<file path="config.mk">
export PLATFORM = sky130hd
export DESIGN_NAME = gpa_port
export DESIGN_NICKNAME = d
export VERILOG_FILES = /design/src/core/gpa_pkg.sv /design/src/core/gpa_pin_cell.sv /design/src/core/gpa_port.sv /design/src/core/gpa_sync.sv
export SDC_FILE = /design/constraint.sdc
export NUM_CORES = 1
export LEC_CHECK = 0
export ABC_AREA = 0
export BUFFER_PORTS_ARGS = -buffer_cell sky130_fd_sc_hd__clkbuf_2
export CAP_MARGIN = 5
export CORE_MARGIN = 3
export CORE_UTILIZATION = 50
export CTS_BUF_LIST = sky130_fd_sc_hd__clkbuf_16
export DETAILED_ROUTE_END_ITERATION = 6
export PLACE_DENSITY = 0.74
export SLEW_MARGIN = 20
export SYNTH_ARGS = -nofsm -noshare
export SYNTH_HDL_FRONTEND = slang
export SYNTH_HIERARCHICAL = 1
export SYNTH_SLANG_ARGS = --single-unit
</file>
<file path="constraint.sdc">
create_clock -name clk_i -period 1.7 [get_ports clk_i]
set_input_delay 0.34 -clock clk_i [delete_from_list [all_inputs] [get_ports clk_i]]
set_output_delay 0.34 -clock clk_i [all_outputs]
set_load 0.02 [all_outputs]
</file>
<file path="src/core/gpa_pkg.sv">
// constants shared by the port A pin logic
package gpa_pkg;

   // ----------------------------------------
   // register indexes, byte address is index times four
   // ----------------------------------------
   localparam int unsigned IDX_W = 7;
   localparam int unsigned ADR_LSB = 2;
   localparam logic [IDX_W-1:0] IDX_ATT = 7'h03;
   localparam logic [IDX_W-1:0] IDX_DAT = 7'h07;
   localparam logic [IDX_W-1:0] IDX_DIR = 7'h0b;
   localparam logic [IDX_W-1:0] IDX_DBF = 7'h0c;
   localparam logic [IDX_W-1:0] IDX_SEL = 7'h4a;
   localparam logic [IDX_W-1:0] IDX_AUX = 7'h50;

   // ----------------------------------------
   // widths and reset values
   // ----------------------------------------
   localparam int unsigned PORT_W = 8;
   localparam int unsigned KEY_W = 19;
   // edges before synchronised key levels and their copy are both valid
   localparam int unsigned KEY_PRIME_W = 3;
   localparam logic [7:0] RST_BYTE = 8'h00;
   localparam logic RST_IR_GPIO = 1'b0;
   localparam logic [31:0] RD_ZERO = 32'h0000_0000;

   // ----------------------------------------
   // fields of the auxiliary pin register
   // ----------------------------------------
   localparam int unsigned AUX_DIR_BIT = 0;
   localparam int unsigned AUX_ATT_BIT = 1;
   localparam int unsigned AUX_DAT_BIT = 2;
   localparam int unsigned AUX_IR_GPIO_BIT = 3;
   localparam int unsigned AUX_LEVEL_BIT = 4;

endpackage

</file>
<file path="src/core/gpa_pin_cell.sv">
// decode of direction, attribute and data into pad controls
`timescale 1ns/100ps
module gpa_pin_cell #(
   parameter bit OPEN_DRAIN = 1'b0
) (
   // configuration bits
   input wire logic dir_i,
   input wire logic att_i,
   input wire logic dat_i,
   // pad controls
   output logic out_o,
   output logic oe_o,
   output logic pu_o,
   output logic pd_o
);

   // output drive: open drain pin only ever pulls low
   always_comb
   begin
      if (OPEN_DRAIN)
      begin
         out_o = 1'b0;
         oe_o = dir_i & (dat_i ~^ att_i);
      end
      else
      begin
         out_o = dat_i ^ att_i;
         oe_o = dir_i;
      end
   end

   // input pulls: data 0 floats, data 1 picks pull by attribute
   assign pd_o = ~dir_i & dat_i & ~att_i;
   assign pu_o = ~dir_i & dat_i & att_i;

endmodule

</file>
<file path="src/core/gpa_port.sv">
// port A pin controller with segment routing and wishbone registers
//
// Functional notes
// after reset all pins are plain inputs while the infrared pin runs its transmit function.
// a direction bit of 0 makes its pin an input and 1 makes it an output.
// an input pin with data 0 floats, and with data 1 and attribute 0 it pulls low.
// an input pin with data 1 and attribute 1 pulls high.
// an output pin drives its data bit, inverted when the attribute bit is 1.
// the open drain pin never drives high and pulls low only when data equals attribute.
// reading the data register returns the live pin levels.
// reading the data buffer returns the value last written to the data register.
// writing the data register sets output levels and input pulls together with direction and attribute.
// each segment select bit routes its pin to GPIO at 0 or to the segment driver at 1, reset 0.
// pins 7 to 0 carry segment outputs 23 to 16 when selected.
// in sleep, a level change on a keyboard pin set as input raises a wakeup.
// a pin routed to its segment is driven by the segment driver and GPIO drive is cut off.
// pin levels pass a two stage synchroniser before a read returns them.
//
// Register access over Wishbone is this design's own decision.
`timescale 1ns/100ps
module gpa_port #(
   parameter int unsigned KEY_W = gpa_pkg::KEY_W
) (
   // clock and reset
   input wire logic clk_i,
   input wire logic rst_i,
   // wishbone slave
   input wire logic wb_cyc_i,
   input wire logic wb_stb_i,
   input wire logic wb_we_i,
   input wire logic [8:0] wb_adr_i,
   input wire logic [3:0] wb_sel_i,
   input wire logic [31:0] wb_dat_i,
   output logic [31:0] wb_dat_o,
   output logic wb_ack_o,
   // port A pads and segment driver levels 23 to 16
   input wire logic [7:0] pad_i,
   output logic [7:0] pad_o,
   output logic [7:0] pad_oe_o,
   output logic [7:0] pad_pu_o,
   output logic [7:0] pad_pd_o,
   input wire logic [7:0] seg_i,
   // open drain special pin
   input wire logic od_pad_i,
   output logic od_pad_o,
   output logic od_pad_oe_o,
   output logic od_pad_pu_o,
   output logic od_pad_pd_o,
   // infrared transmit pin
   input wire logic ir_tx_i,
   output logic ir_pad_o,
   output logic ir_pad_oe_o,
   // keyboard wakeup
   input wire logic sleep_i,
   input wire logic [KEY_W-1:0] key_pad_i,
   input wire logic [KEY_W-1:0] key_is_input_i,
   output logic wakeup_o
);

   // ----------------------------------------
   // state
   // ----------------------------------------
   typedef struct packed {
      logic [7:0] att;
      logic [7:0] dat;
      logic [7:0] dir;
      logic [7:0] sel;
      logic od_dir;
      logic od_att;
      logic od_dat;
      logic ir_gpio;
      logic ack;
      logic [31:0] rdat;
      logic [7:0] pad;
      logic [7:0] oe;
      logic [7:0] pu;
      logic [7:0] pd;
      logic od_out;
      logic od_oe;
      logic od_pu;
      logic od_pd;
      logic ir_out;
      logic ir_oe;
      logic [KEY_W-1:0] key_prev;
      logic [gpa_pkg::KEY_PRIME_W-1:0] key_primed;
      logic wake;
   } gpa_state_s;

   gpa_state_s st_q;
   gpa_state_s st_d;

   logic [7:0] pad_s;
   logic od_s;
   logic [KEY_W-1:0] key_s;
   logic [7:0] c_out;
   logic [7:0] c_oe;
   logic [7:0] c_pu;
   logic [7:0] c_pd;
   logic od_out;
   logic od_oe;
   logic od_pu;
   logic od_pd;
   logic req;
   logic [gpa_pkg::IDX_W-1:0] idx;

   // true when the request addresses the given register
   function automatic logic reg_hit(input logic [gpa_pkg::IDX_W-1:0] a,
                                    input logic [gpa_pkg::IDX_W-1:0] r);
      reg_hit = (a == r);
   endfunction

   // ----------------------------------------
   // synchronisers and pin decode
   // ----------------------------------------

   // pad levels reach the bus only through two synchroniser flops and then the read data flop
   gpa_sync #(.W(gpa_pkg::PORT_W)) u_pad_sync (
      .clk_i(clk_i),
      .rst_i(rst_i),
      .d_i(pad_i),
      .q_o(pad_s)
   );

   gpa_sync #(.W(1)) u_od_sync (
      .clk_i(clk_i),
      .rst_i(rst_i),
      .d_i(od_pad_i),
      .q_o(od_s)
   );

   gpa_sync #(.W(KEY_W)) u_key_sync (
      .clk_i(clk_i),
      .rst_i(rst_i),
      .d_i(key_pad_i),
      .q_o(key_s)
   );

   // standard cells for port A
   for (genvar g = 0; g < gpa_pkg::PORT_W; g++)
   begin : g_cell
      gpa_pin_cell #(.OPEN_DRAIN(1'b0)) u_cell (
         .dir_i(st_q.dir[g]),
         .att_i(st_q.att[g]),
         .dat_i(st_q.dat[g]),
         .out_o(c_out[g]),
         .oe_o(c_oe[g]),
         .pu_o(c_pu[g]),
         .pd_o(c_pd[g])
      );
   end

   // open drain special pin
   gpa_pin_cell #(.OPEN_DRAIN(1'b1)) u_od_cell (
      .dir_i(st_q.od_dir),
      .att_i(st_q.od_att),
      .dat_i(st_q.od_dat),
      .out_o(od_out),
      .oe_o(od_oe),
      .pu_o(od_pu),
      .pd_o(od_pd)
   );

   assign req = wb_cyc_i & wb_stb_i;
   assign idx = wb_adr_i[8:gpa_pkg::ADR_LSB];

   // ----------------------------------------
   // next state
   // ----------------------------------------
   always_comb
   begin
      st_d = st_q;
      // one cycle answer, ack dropped after each beat
      st_d.ack = req & ~st_q.ack;
      // read data captured in the request cycle
      st_d.rdat = gpa_pkg::RD_ZERO;
      if (reg_hit(idx, gpa_pkg::IDX_ATT))
         st_d.rdat[7:0] = st_q.att;
      if (reg_hit(idx, gpa_pkg::IDX_DAT))
         st_d.rdat[7:0] = pad_s;
      if (reg_hit(idx, gpa_pkg::IDX_DIR))
         st_d.rdat[7:0] = st_q.dir;
      if (reg_hit(idx, gpa_pkg::IDX_DBF))
         st_d.rdat[7:0] = st_q.dat;
      if (reg_hit(idx, gpa_pkg::IDX_SEL))
         st_d.rdat[7:0] = st_q.sel;
      if (reg_hit(idx, gpa_pkg::IDX_AUX))
      begin
         st_d.rdat[gpa_pkg::AUX_DIR_BIT] = st_q.od_dir;
         st_d.rdat[gpa_pkg::AUX_ATT_BIT] = st_q.od_att;
         st_d.rdat[gpa_pkg::AUX_DAT_BIT] = st_q.od_dat;
         st_d.rdat[gpa_pkg::AUX_IR_GPIO_BIT] = st_q.ir_gpio;
         st_d.rdat[gpa_pkg::AUX_LEVEL_BIT] = od_s;
      end
      // writes commit on the edge where the master sees ack
      if (req & st_q.ack & wb_we_i & wb_sel_i[0])
      begin
         if (reg_hit(idx, gpa_pkg::IDX_ATT))
            st_d.att = wb_dat_i[7:0];
         if (reg_hit(idx, gpa_pkg::IDX_DAT))
            st_d.dat = wb_dat_i[7:0];
         if (reg_hit(idx, gpa_pkg::IDX_DIR))
            st_d.dir = wb_dat_i[7:0];
         if (reg_hit(idx, gpa_pkg::IDX_SEL))
            st_d.sel = wb_dat_i[7:0];
         if (reg_hit(idx, gpa_pkg::IDX_AUX))
         begin
            st_d.od_dir = wb_dat_i[gpa_pkg::AUX_DIR_BIT];
            st_d.od_att = wb_dat_i[gpa_pkg::AUX_ATT_BIT];
            st_d.od_dat = wb_dat_i[gpa_pkg::AUX_DAT_BIT];
            st_d.ir_gpio = wb_dat_i[gpa_pkg::AUX_IR_GPIO_BIT];
         end
      end
      // segment driver owns selected pins, gpio drive and pulls cut off
      st_d.pad = (st_q.sel & seg_i) | (~st_q.sel & c_out);
      st_d.oe = st_q.sel | c_oe;
      st_d.pu = ~st_q.sel & c_pu;
      st_d.pd = ~st_q.sel & c_pd;
      st_d.od_out = od_out;
      st_d.od_oe = od_oe;
      st_d.od_pu = od_pu;
      st_d.od_pd = od_pd;
      // infrared pin sends the transmitter unless released to input
      st_d.ir_out = ir_tx_i & ~st_q.ir_gpio;
      st_d.ir_oe = ~st_q.ir_gpio;
      // keyboard change detect, armed only once the flushed synchronisers and their copy agree,
      // so pins idling high give no false wakeup after reset
      st_d.key_prev = key_s;
      st_d.key_primed = {st_q.key_primed[gpa_pkg::KEY_PRIME_W-2:0], 1'b1};
      st_d.wake = sleep_i & st_q.key_primed[gpa_pkg::KEY_PRIME_W-1]
                  & (|((key_s ^ st_q.key_prev) & key_is_input_i));
   end

   // ----------------------------------------
   // state register
   // ----------------------------------------
   always_ff @(posedge clk_i)
   begin
      if (rst_i)
      begin
         st_q <= '0;
         st_q.att <= gpa_pkg::RST_BYTE;
         st_q.dat <= gpa_pkg::RST_BYTE;
         st_q.dir <= gpa_pkg::RST_BYTE;
         st_q.sel <= gpa_pkg::RST_BYTE;
         st_q.ir_gpio <= gpa_pkg::RST_IR_GPIO;
         st_q.ir_oe <= ~gpa_pkg::RST_IR_GPIO;
      end
      else
         st_q <= st_d;
   end

   // outputs straight from flops
   assign wb_ack_o = st_q.ack;
   assign wb_dat_o = st_q.rdat;
   assign pad_o = st_q.pad;
   assign pad_oe_o = st_q.oe;
   assign pad_pu_o = st_q.pu;
   assign pad_pd_o = st_q.pd;
   assign od_pad_o = st_q.od_out;
   assign od_pad_oe_o = st_q.od_oe;
   assign od_pad_pu_o = st_q.od_pu;
   assign od_pad_pd_o = st_q.od_pd;
   assign ir_pad_o = st_q.ir_out;
   assign ir_pad_oe_o = st_q.ir_oe;
   assign wakeup_o = st_q.wake;
endmodule

</file>
<file path="src/core/gpa_sync.sv">
// two stage level synchroniser
`timescale 1ns/100ps
module gpa_sync #(
   parameter int unsigned W = 8
) (
   // clock and reset
   input wire logic clk_i,
   input wire logic rst_i,
   // levels
   input wire logic [W-1:0] d_i,
   output logic [W-1:0] q_o
);

   typedef struct packed {
      logic [W-1:0] s1;
      logic [W-1:0] s2;
   } gpa_sync_s;

   gpa_sync_s st_q;
   gpa_sync_s st_d;

   // first stage feeds only the second stage
   always_comb
   begin
      st_d.s1 = d_i;
      st_d.s2 = st_q.s1;
   end

   // state register
   always_ff @(posedge clk_i)
   begin
      if (rst_i)
         st_q <= '0;
      else
         st_q <= st_d;
   end

   assign q_o = st_q.s2;

endmodule

</file>
==> results of run 1 <==
## where the power goes
part           internal (µW)  switching [µW]  total [µW]
logic                    219             266         485
registers               3880            28.7        3910
clock network           1940            1680        3620
## through the flow
stage / power, µW / worst slack [ns] / cells / hold WS (ns)
2_1_floorplan: 4330 / 0.152 / 665 / 0.385
3_3_place_gp: 4460 / -0.0324 / 888 / 0.413
3_5_place_dp: 4470 / -0.0651 / 888 / 0.420
4_1_cts: 8100 / 0.188 / 920 / 0.105
5_1_grt: 8320 / 0.109 / 920 / 0.106
6_report: 8010 / 0.193 / 920 / 0.123
## kinds of logic after synthesis
group                     count (synthesis)  share of synthesized area, %
DFF                                     162                          49.1
other                                     2                         0.114
xor gates and xnor gates                 28                          3.72
buffers and inverters                   110                          11.7
muxes                                    33                          5.00
and+or+nand+nor                         241                          23.9
AOI/OAI and AO/OA                        66                          6.50
## cell type report
| class | instances | share of cell area (%) |
|---|---|---|
| inverters | 8 | 0.395 |
| repair buffers | 153 | 11.6 |
| clock buffers | 17 | 5.59 |
| flip-flops and latches | 162 | 42.6 |
| clock inverters | 15 | 1.86 |
| well taps | 172 | 2.83 |
| multi-input cells | 393 | 35.1 |
## worst register-to-register path: cells and delay by family, from the launching register on
kind | cells | cell delay, ns
mux | 1 | 0.25
simple gates | 4 | 0.79
flops | 1 | 0.36
## Yosys cell counts (2+ instances only)
master / number / area [µm²]
conb_1: 2 / 7.51
buf_4: 76 / 571
o2111ai_1: 7 / 61.3
nor2_1: 62 / 233
and3b_2: 9 / 90.1
nor2b_2: 7 / 61.3
mux2i_1: 33 / 330
clkbuf_1: 16 / 60.1
and2b_1: 6 / 45.0
nor3_1: 3 / 15.0
nand3_1: 13 / 65.1
nand2_1: 26 / 97.6
a31oi_1: 3 / 18.8
buf_12: 2 / 40.0
xor2_1: 27 / 236
o21ai_0: 19 / 95.1
a21oi_1: 16 / 80.1
buf_2: 3 / 15.0
and3_1: 2 / 12.5
nand4_1: 2 / 12.5
a211oi_1: 3 / 22.5
a22oi_1: 8 / 60.1
a21o_1: 3 / 22.5
nor2b_4: 20 / 275
and2_1: 3 / 18.8
nand3b_1: 3 / 22.5
inv_1: 8 / 30.0
and2b_2: 6 / 52.6
buf_6: 3 / 33.8
nor2b_1: 42 / 263
nor3b_1: 28 / 210
dfxtp_1: 162 / 3240
## metal layers
layer  up-vias  routed length [µm]  GRT usage, %
li1       2215                   -             -
met1      2035                5410          21.8
met2       141                6670          31.6
met3        16                 959          6.62
met4         0                 218          8.92
met5         -                   0             0
## registers in the layout, summed over array words and instances (netlist names)
signal           cells
st_d                 2
u_pad_sync/st_d      8
wb_ack_o             1
wakeup_o             1
od_pad_pd_o          1
pad_o                8
pad_pu_o             8
od_pad_oe_o          1
wb_dat_o             8
od_pad_pu_o          1
st_q                56
u_key_sync/st_d     19
od_pad_o             1
u_od_sync/q_o        1
pad_pd_o             8
ir_pad_oe_o          1
u_od_sync/st_d       1
pad_oe_o             8
ir_pad_o             1
u_pad_sync/q_o       8
u_key_sync/q_o      19
## worst max-delay path by stage
| stage | from | endpoint | cells after the start |
|---|---|---|---|
| final | wb_ack_o | st_q[112] | 5 |
| after detailed placement | wb_adr_i[7] | wb_dat_o[3] | 8 |
| after global placement | wb_adr_i[7] | wb_dat_o[2] | 8 |
| after floorplan | wb_adr_i[8] | st_q[114] | 7 |
| after CTS | wb_ack_o | st_q[112] | 5 |
| after global routing | wb_ack_o | st_q[112] | 5 |
==> impl_metrics.env, run 1 <==
export IMPL_status="completed"
export IMPL_cp_cell_sequence="nand3_1, nor3_1, nand2_2, mux2i_1, nor2_1"
export IMPL_cts_max_level=4
export IMPL_ys_types=51
export IMPL_final_seq_area_um2=3240
export IMPL_fmaxAchievable_mhz=663
export IMPL_yosys_warnings=6
export IMPL_cts_tree="yes"
export IMPL_grt_max_degree=38
export IMPL_rsz0062_at_grt="no"
export IMPL_cp_start_kind="flop"
export IMPL_avgRoutedWirePerCell_um=14.4
export IMPL_r2r_setup_slack_ns=0.19
export IMPL_hpwl_um=9520
export IMPL_hold_end="u_od_sync/st_d[0]"
export IMPL_die_x_um=121
export IMPL_synthArstFlopShare_pct=0
export IMPL_layout_common_cells="dfxtp_1 (162), clkbuf_2 (124), nor2_1 (62), nor2b_1 (42), mux2i_1 (33)"
export IMPL_maxCapViolCount=0
export IMPL_worstPathMaxFanout=8
export IMPL_period_share_pct=88.7
export IMPL_nets=842
export IMPL_track_usage_pct=19.0
export IMPL_synth_ff_type="dfxtp_1"
export IMPL_worst_path_buf_inv=0
export IMPL_avgSynthCellArea_um2=10.3
export IMPL_via_per_inst=4.79
export IMPL_finish_instance_area_um2=7610
export IMPL_synth_edf_count=0
export IMPL_antenna_found_initial=0
export IMPL_die_height_um=121
export IMPL_cp_slowest_cell="dfxtp_1"
export IMPL_power_leakage_uw=0.00359
export IMPL_vias=4407
export IMPL_required_ns=2.00
export IMPL_syn_cell_area_um2=6600
export IMPL_drc=0
export IMPL_drt_pass1_iter_count=5
export IMPL_end_kind="flop"
export IMPL_ctsHoldBuffers=0
export IMPL_rr_endpoint="st_q[112]"
export IMPL_setup_violations=0
export IMPL_clk_pin_slew_ns=0.07
export IMPL_hold_start="od_pad_i"
export IMPL_r2r_start="wb_ack_o"
export IMPL_cts_setup_buffers=0
export IMPL_critical_path_class="flop to flop"
export IMPL_critPathTopFamily="simple AND/OR/NAND/NOR gates"
export IMPL_synth_seq_area_share_pct=49.1
export IMPL_grt_pass1_vias=4456
export IMPL_final_util_pct=59.6
export IMPL_p_per_area_nw_per_um2=1050
export IMPL_fill_cells=1059
export IMPL_syn2layout_area_growth_pct=15.3
export IMPL_drv_slew=0
export IMPL_final_common_cell="dfxtp_1"
export IMPL_postPlaceCellArea_um2=7040
export IMPL_clock_path_buffers=2
export IMPL_timing_final_crit_period_ns=1.51
export IMPL_worstPathArrival_ns=1.81
export IMPL_ff2ff_path_depth=5
export IMPL_port_buffer_count=125
export IMPL_hold_viol_final=0
export IMPL_drt_antenna_violating_nets=0
export IMPL_fin_tns_setup_ns=0
export IMPL_skew_ns=0.0176
export IMPL_hold_path_depth=2
export IMPL_multi_input_area_um2=2670
export IMPL_drive_gt1_share_pct=31.4
export IMPL_wl_um=13300
export IMPL_gp_congestion=0.899
export IMPL_diodes=0
export IMPL_die_area_um2=14600
export IMPL_insertion_delay_ns=0.43
export IMPL_syn_instance_count=642
export IMPL_pin_count=179
export IMPL_grt_pass1_wl_um=21600
export IMPL_grt_overflow=0
export IMPL_fp_row_count=41
export IMPL_drtIter0Drc=191
export IMPL_cts_resized=0
export IMPL_hold_class="input port to flop"
export IMPL_ys_ff_latch=162
export IMPL_peakVddDrop_mv=0.744
export IMPL_numCtsBuffers=17
export IMPL_coreArea_um2=12800
export IMPL_critPathMaxStageDelay_ns=0.36
export IMPL_start_util_pct=51.7
export IMPL_root_buffer="clkbuf_16"
export IMPL_cts_num_sinks=162
Power figures use the tool's default switching activity.
==> run 2: changes to the inputs <==
--- a/config.mk
+++ b/config.mk
@@ -13,6 +13,7 @@
 export CTS_BUF_LIST = sky130_fd_sc_hd__clkbuf_16
 export DETAILED_ROUTE_END_ITERATION = 6
 export PLACE_DENSITY = 0.74
+export REMOVE_ABC_BUFFERS = 1
 export SLEW_MARGIN = 20
 export SYNTH_ARGS = -nofsm -noshare
 export SYNTH_HDL_FRONTEND = slang
==> run 2 against run 1 <==
  * Count of clock-buffer cells in the layout unchanged
  * Cell area increased by 1.4%
  * Setup slack gained 0.0053 ns
  * Via count is 1.1% higher
  * Critical path depth is the same
  * First-iteration DRC count grew 69%
  * Largest cell class unchanged
  * Clock skew decreased by 0.011 ns
  * Global-route usage down 0.85 points
  * Critical endpoint is now st_q[113]
  * Sequential cell count did not move
  * Clock power is 12% higher
  * Cell count grew 0.33%
  * Total power increased by 5.5%
  * Highest routed layer unchanged
==> impl_metrics.env, run 2 (synthesized netlist as in run 1, its figures left out) <==
export IMPL_cp_slowest_cell="dfxtp_1"
export IMPL_cts_num_sinks=162
export IMPL_track_usage_pct=18.1
export IMPL_maxCapViolCount=0
export IMPL_hold_viol_final=0
export IMPL_cts_setup_buffers=0
export IMPL_drtIter0Drc=323
export IMPL_via_per_inst=4.83
export IMPL_multi_input_area_um2=2670
export IMPL_vias=4455
export IMPL_fp_row_count=41
export IMPL_critPathMaxStageDelay_ns=0.35
export IMPL_hold_path_depth=2
export IMPL_antenna_found_initial=0
export IMPL_drt_antenna_violating_nets=0
export IMPL_hold_class="input port to flop"
export IMPL_p_per_area_nw_per_um2=1100
export IMPL_end_kind="flop"
export IMPL_die_height_um=121
export IMPL_clk_pin_slew_ns=0.06
export IMPL_rsz0062_at_grt="no"
export IMPL_fmaxAchievable_mhz=666
export IMPL_timing_final_crit_period_ns=1.50
export IMPL_ctsHoldBuffers=0
export IMPL_peakVddDrop_mv=0.617
export IMPL_grt_overflow=0
export IMPL_power_total_uw=8450
export IMPL_start_util_pct=51.7
export IMPL_cts_tree="yes"
export IMPL_setup_violations=0
export IMPL_cp_cell_sequence="nand3_1, nor3_1, nand2_2, mux2i_1, nor2_1"
export IMPL_hpwl_um=9260
export IMPL_drt_pass1_iter_count=5
export IMPL_nets=845
export IMPL_clock_path_buffers=2
export IMPL_skew_ns=0.00615
export IMPL_die_x_um=121
export IMPL_syn2layout_area_growth_pct=16.9
export IMPL_r2r_start="wb_ack_o"
export IMPL_fill_cells=1032
export IMPL_die_area_um2=14600
export IMPL_hold_end="u_od_sync/st_d[0]"
export IMPL_largest_reg_flops=56
export IMPL_wl_um=12800
export IMPL_cts_max_level=4
export IMPL_hold_start="od_pad_i"
export IMPL_layout_common_cells="dfxtp_1 (162), clkbuf_2 (124), nor2_1 (62), nor2b_1 (42), mux2i_1 (33)"
export IMPL_top_layer="met4"
export IMPL_gp_congestion=0.876
export IMPL_diodes=0
export IMPL_drc=0
export IMPL_wl_met1_um=5590
export IMPL_grt_max_degree=50
export IMPL_worstPathMaxFanout=8
export IMPL_port_buffer_count=125
export IMPL_rr_endpoint="st_q[113]"
export IMPL_critical_path_class="flop to flop"
export IMPL_required_ns=2.00
export IMPL_worstPathArrival_ns=1.80
export IMPL_cp_start_kind="flop"
export IMPL_status="completed"
export IMPL_avgRoutedWirePerCell_um=13.8
export IMPL_fin_tns_setup_ns=0
export IMPL_final_common_cell="dfxtp_1"
export IMPL_insertion_delay_ns=0.42
export IMPL_period_share_pct=88.4
export IMPL_power_leakage_uw=0.00365
export IMPL_met2_length_um=6040
export IMPL_cts_resized=0
export IMPL_route_met3_wl_um=842
export IMPL_ff2ff_path_depth=5
export IMPL_coreArea_um2=12800
export IMPL_grt_pass1_wl_um=21100
export IMPL_drive_gt1_share_pct=31.2
export IMPL_r2r_setup_slack_ns=0.20
export IMPL_largest_register="st_q"
export IMPL_drv_slew=0
export IMPL_grt_pass1_vias=4530
export IMPL_numCtsBuffers=17
export IMPL_root_buffer="clkbuf_16"
export IMPL_final_seq_area_um2=3240
export IMPL_pin_count=179
## run 2: metrics by stage
step / cell area, µm² / utilization, % / hold slack, ns / worst slack [ns] / std cells
final: 7720 / 60.4 / 0.126 / 0.198 / 923
after global routing: 7720 / 60.4 / 0.117 / 0.0475 / 923
after CTS: 7720 / 60.4 / 0.110 / 0.164 / 923
after detailed placement: 7080 / 55.4 / 0.418 / -0.0414 / 891
after global placement: 7080 / 55.4 / 0.414 / -0.0374 / 891
after floorplan: 5950 / - / 0.385 / -0.331 / 563
## run 2: final cells by class
cell class	instances	area share, %
well taps	172	2.79
clock inverters	15	2.77
inverters	8	0.389
clock buffers	17	5.51
multi-input cells	393	34.7
flip-flops and latches	162	42.0
repair buffers	156	11.9
## run 2: power by group
| part | switching (µW) | leakage (µW) | total (µW) | internal (µW) |
|---|---|---|---|---|
| Clock | 1480 | 0.000304 | 4070 | 2590 |
| Combinational | 254 | 0.00202 | 477 | 223 |
| Sequential | 27.6 | 0.00132 | 3910 | 3880 |
| Total | 1760 | 0.00365 | 8450 | 6700 |
## run 2: worst max path at each step
| stage | start | end | cells after the start |
|---|---|---|---|
| 6_report | wb_ack_o | st_q[113] | 5 |
| 5_1_grt | wb_ack_o | st_q[106] | 5 |
| 4_1_cts | st_q[4] | wakeup_o | 5 |
| 3_5_place_dp | wb_adr_i[8] | wb_dat_o[3] | 8 |
| 3_3_place_gp | wb_adr_i[8] | wb_dat_o[3] | 8 |
| 2_1_floorplan | wb_ack_o | st_q[114] | 5 |
## run 2: worst max-delay path: cells and delay by family (launching register included)
kind             cells  cell delay [ns]
AND/OR/NAND/NOR      4             0.79
flip-flops           1             0.35
multiplexers         1             0.24
## run 2: routing by layer
metal | vias to the layer above | track usage, %
li1 | 2228 | -
met1 | 2032 | 21.9
met2 | 164 | 29.6
met3 | 31 | 5.64
met4 | 0 | 8.43
met5 | - | 0
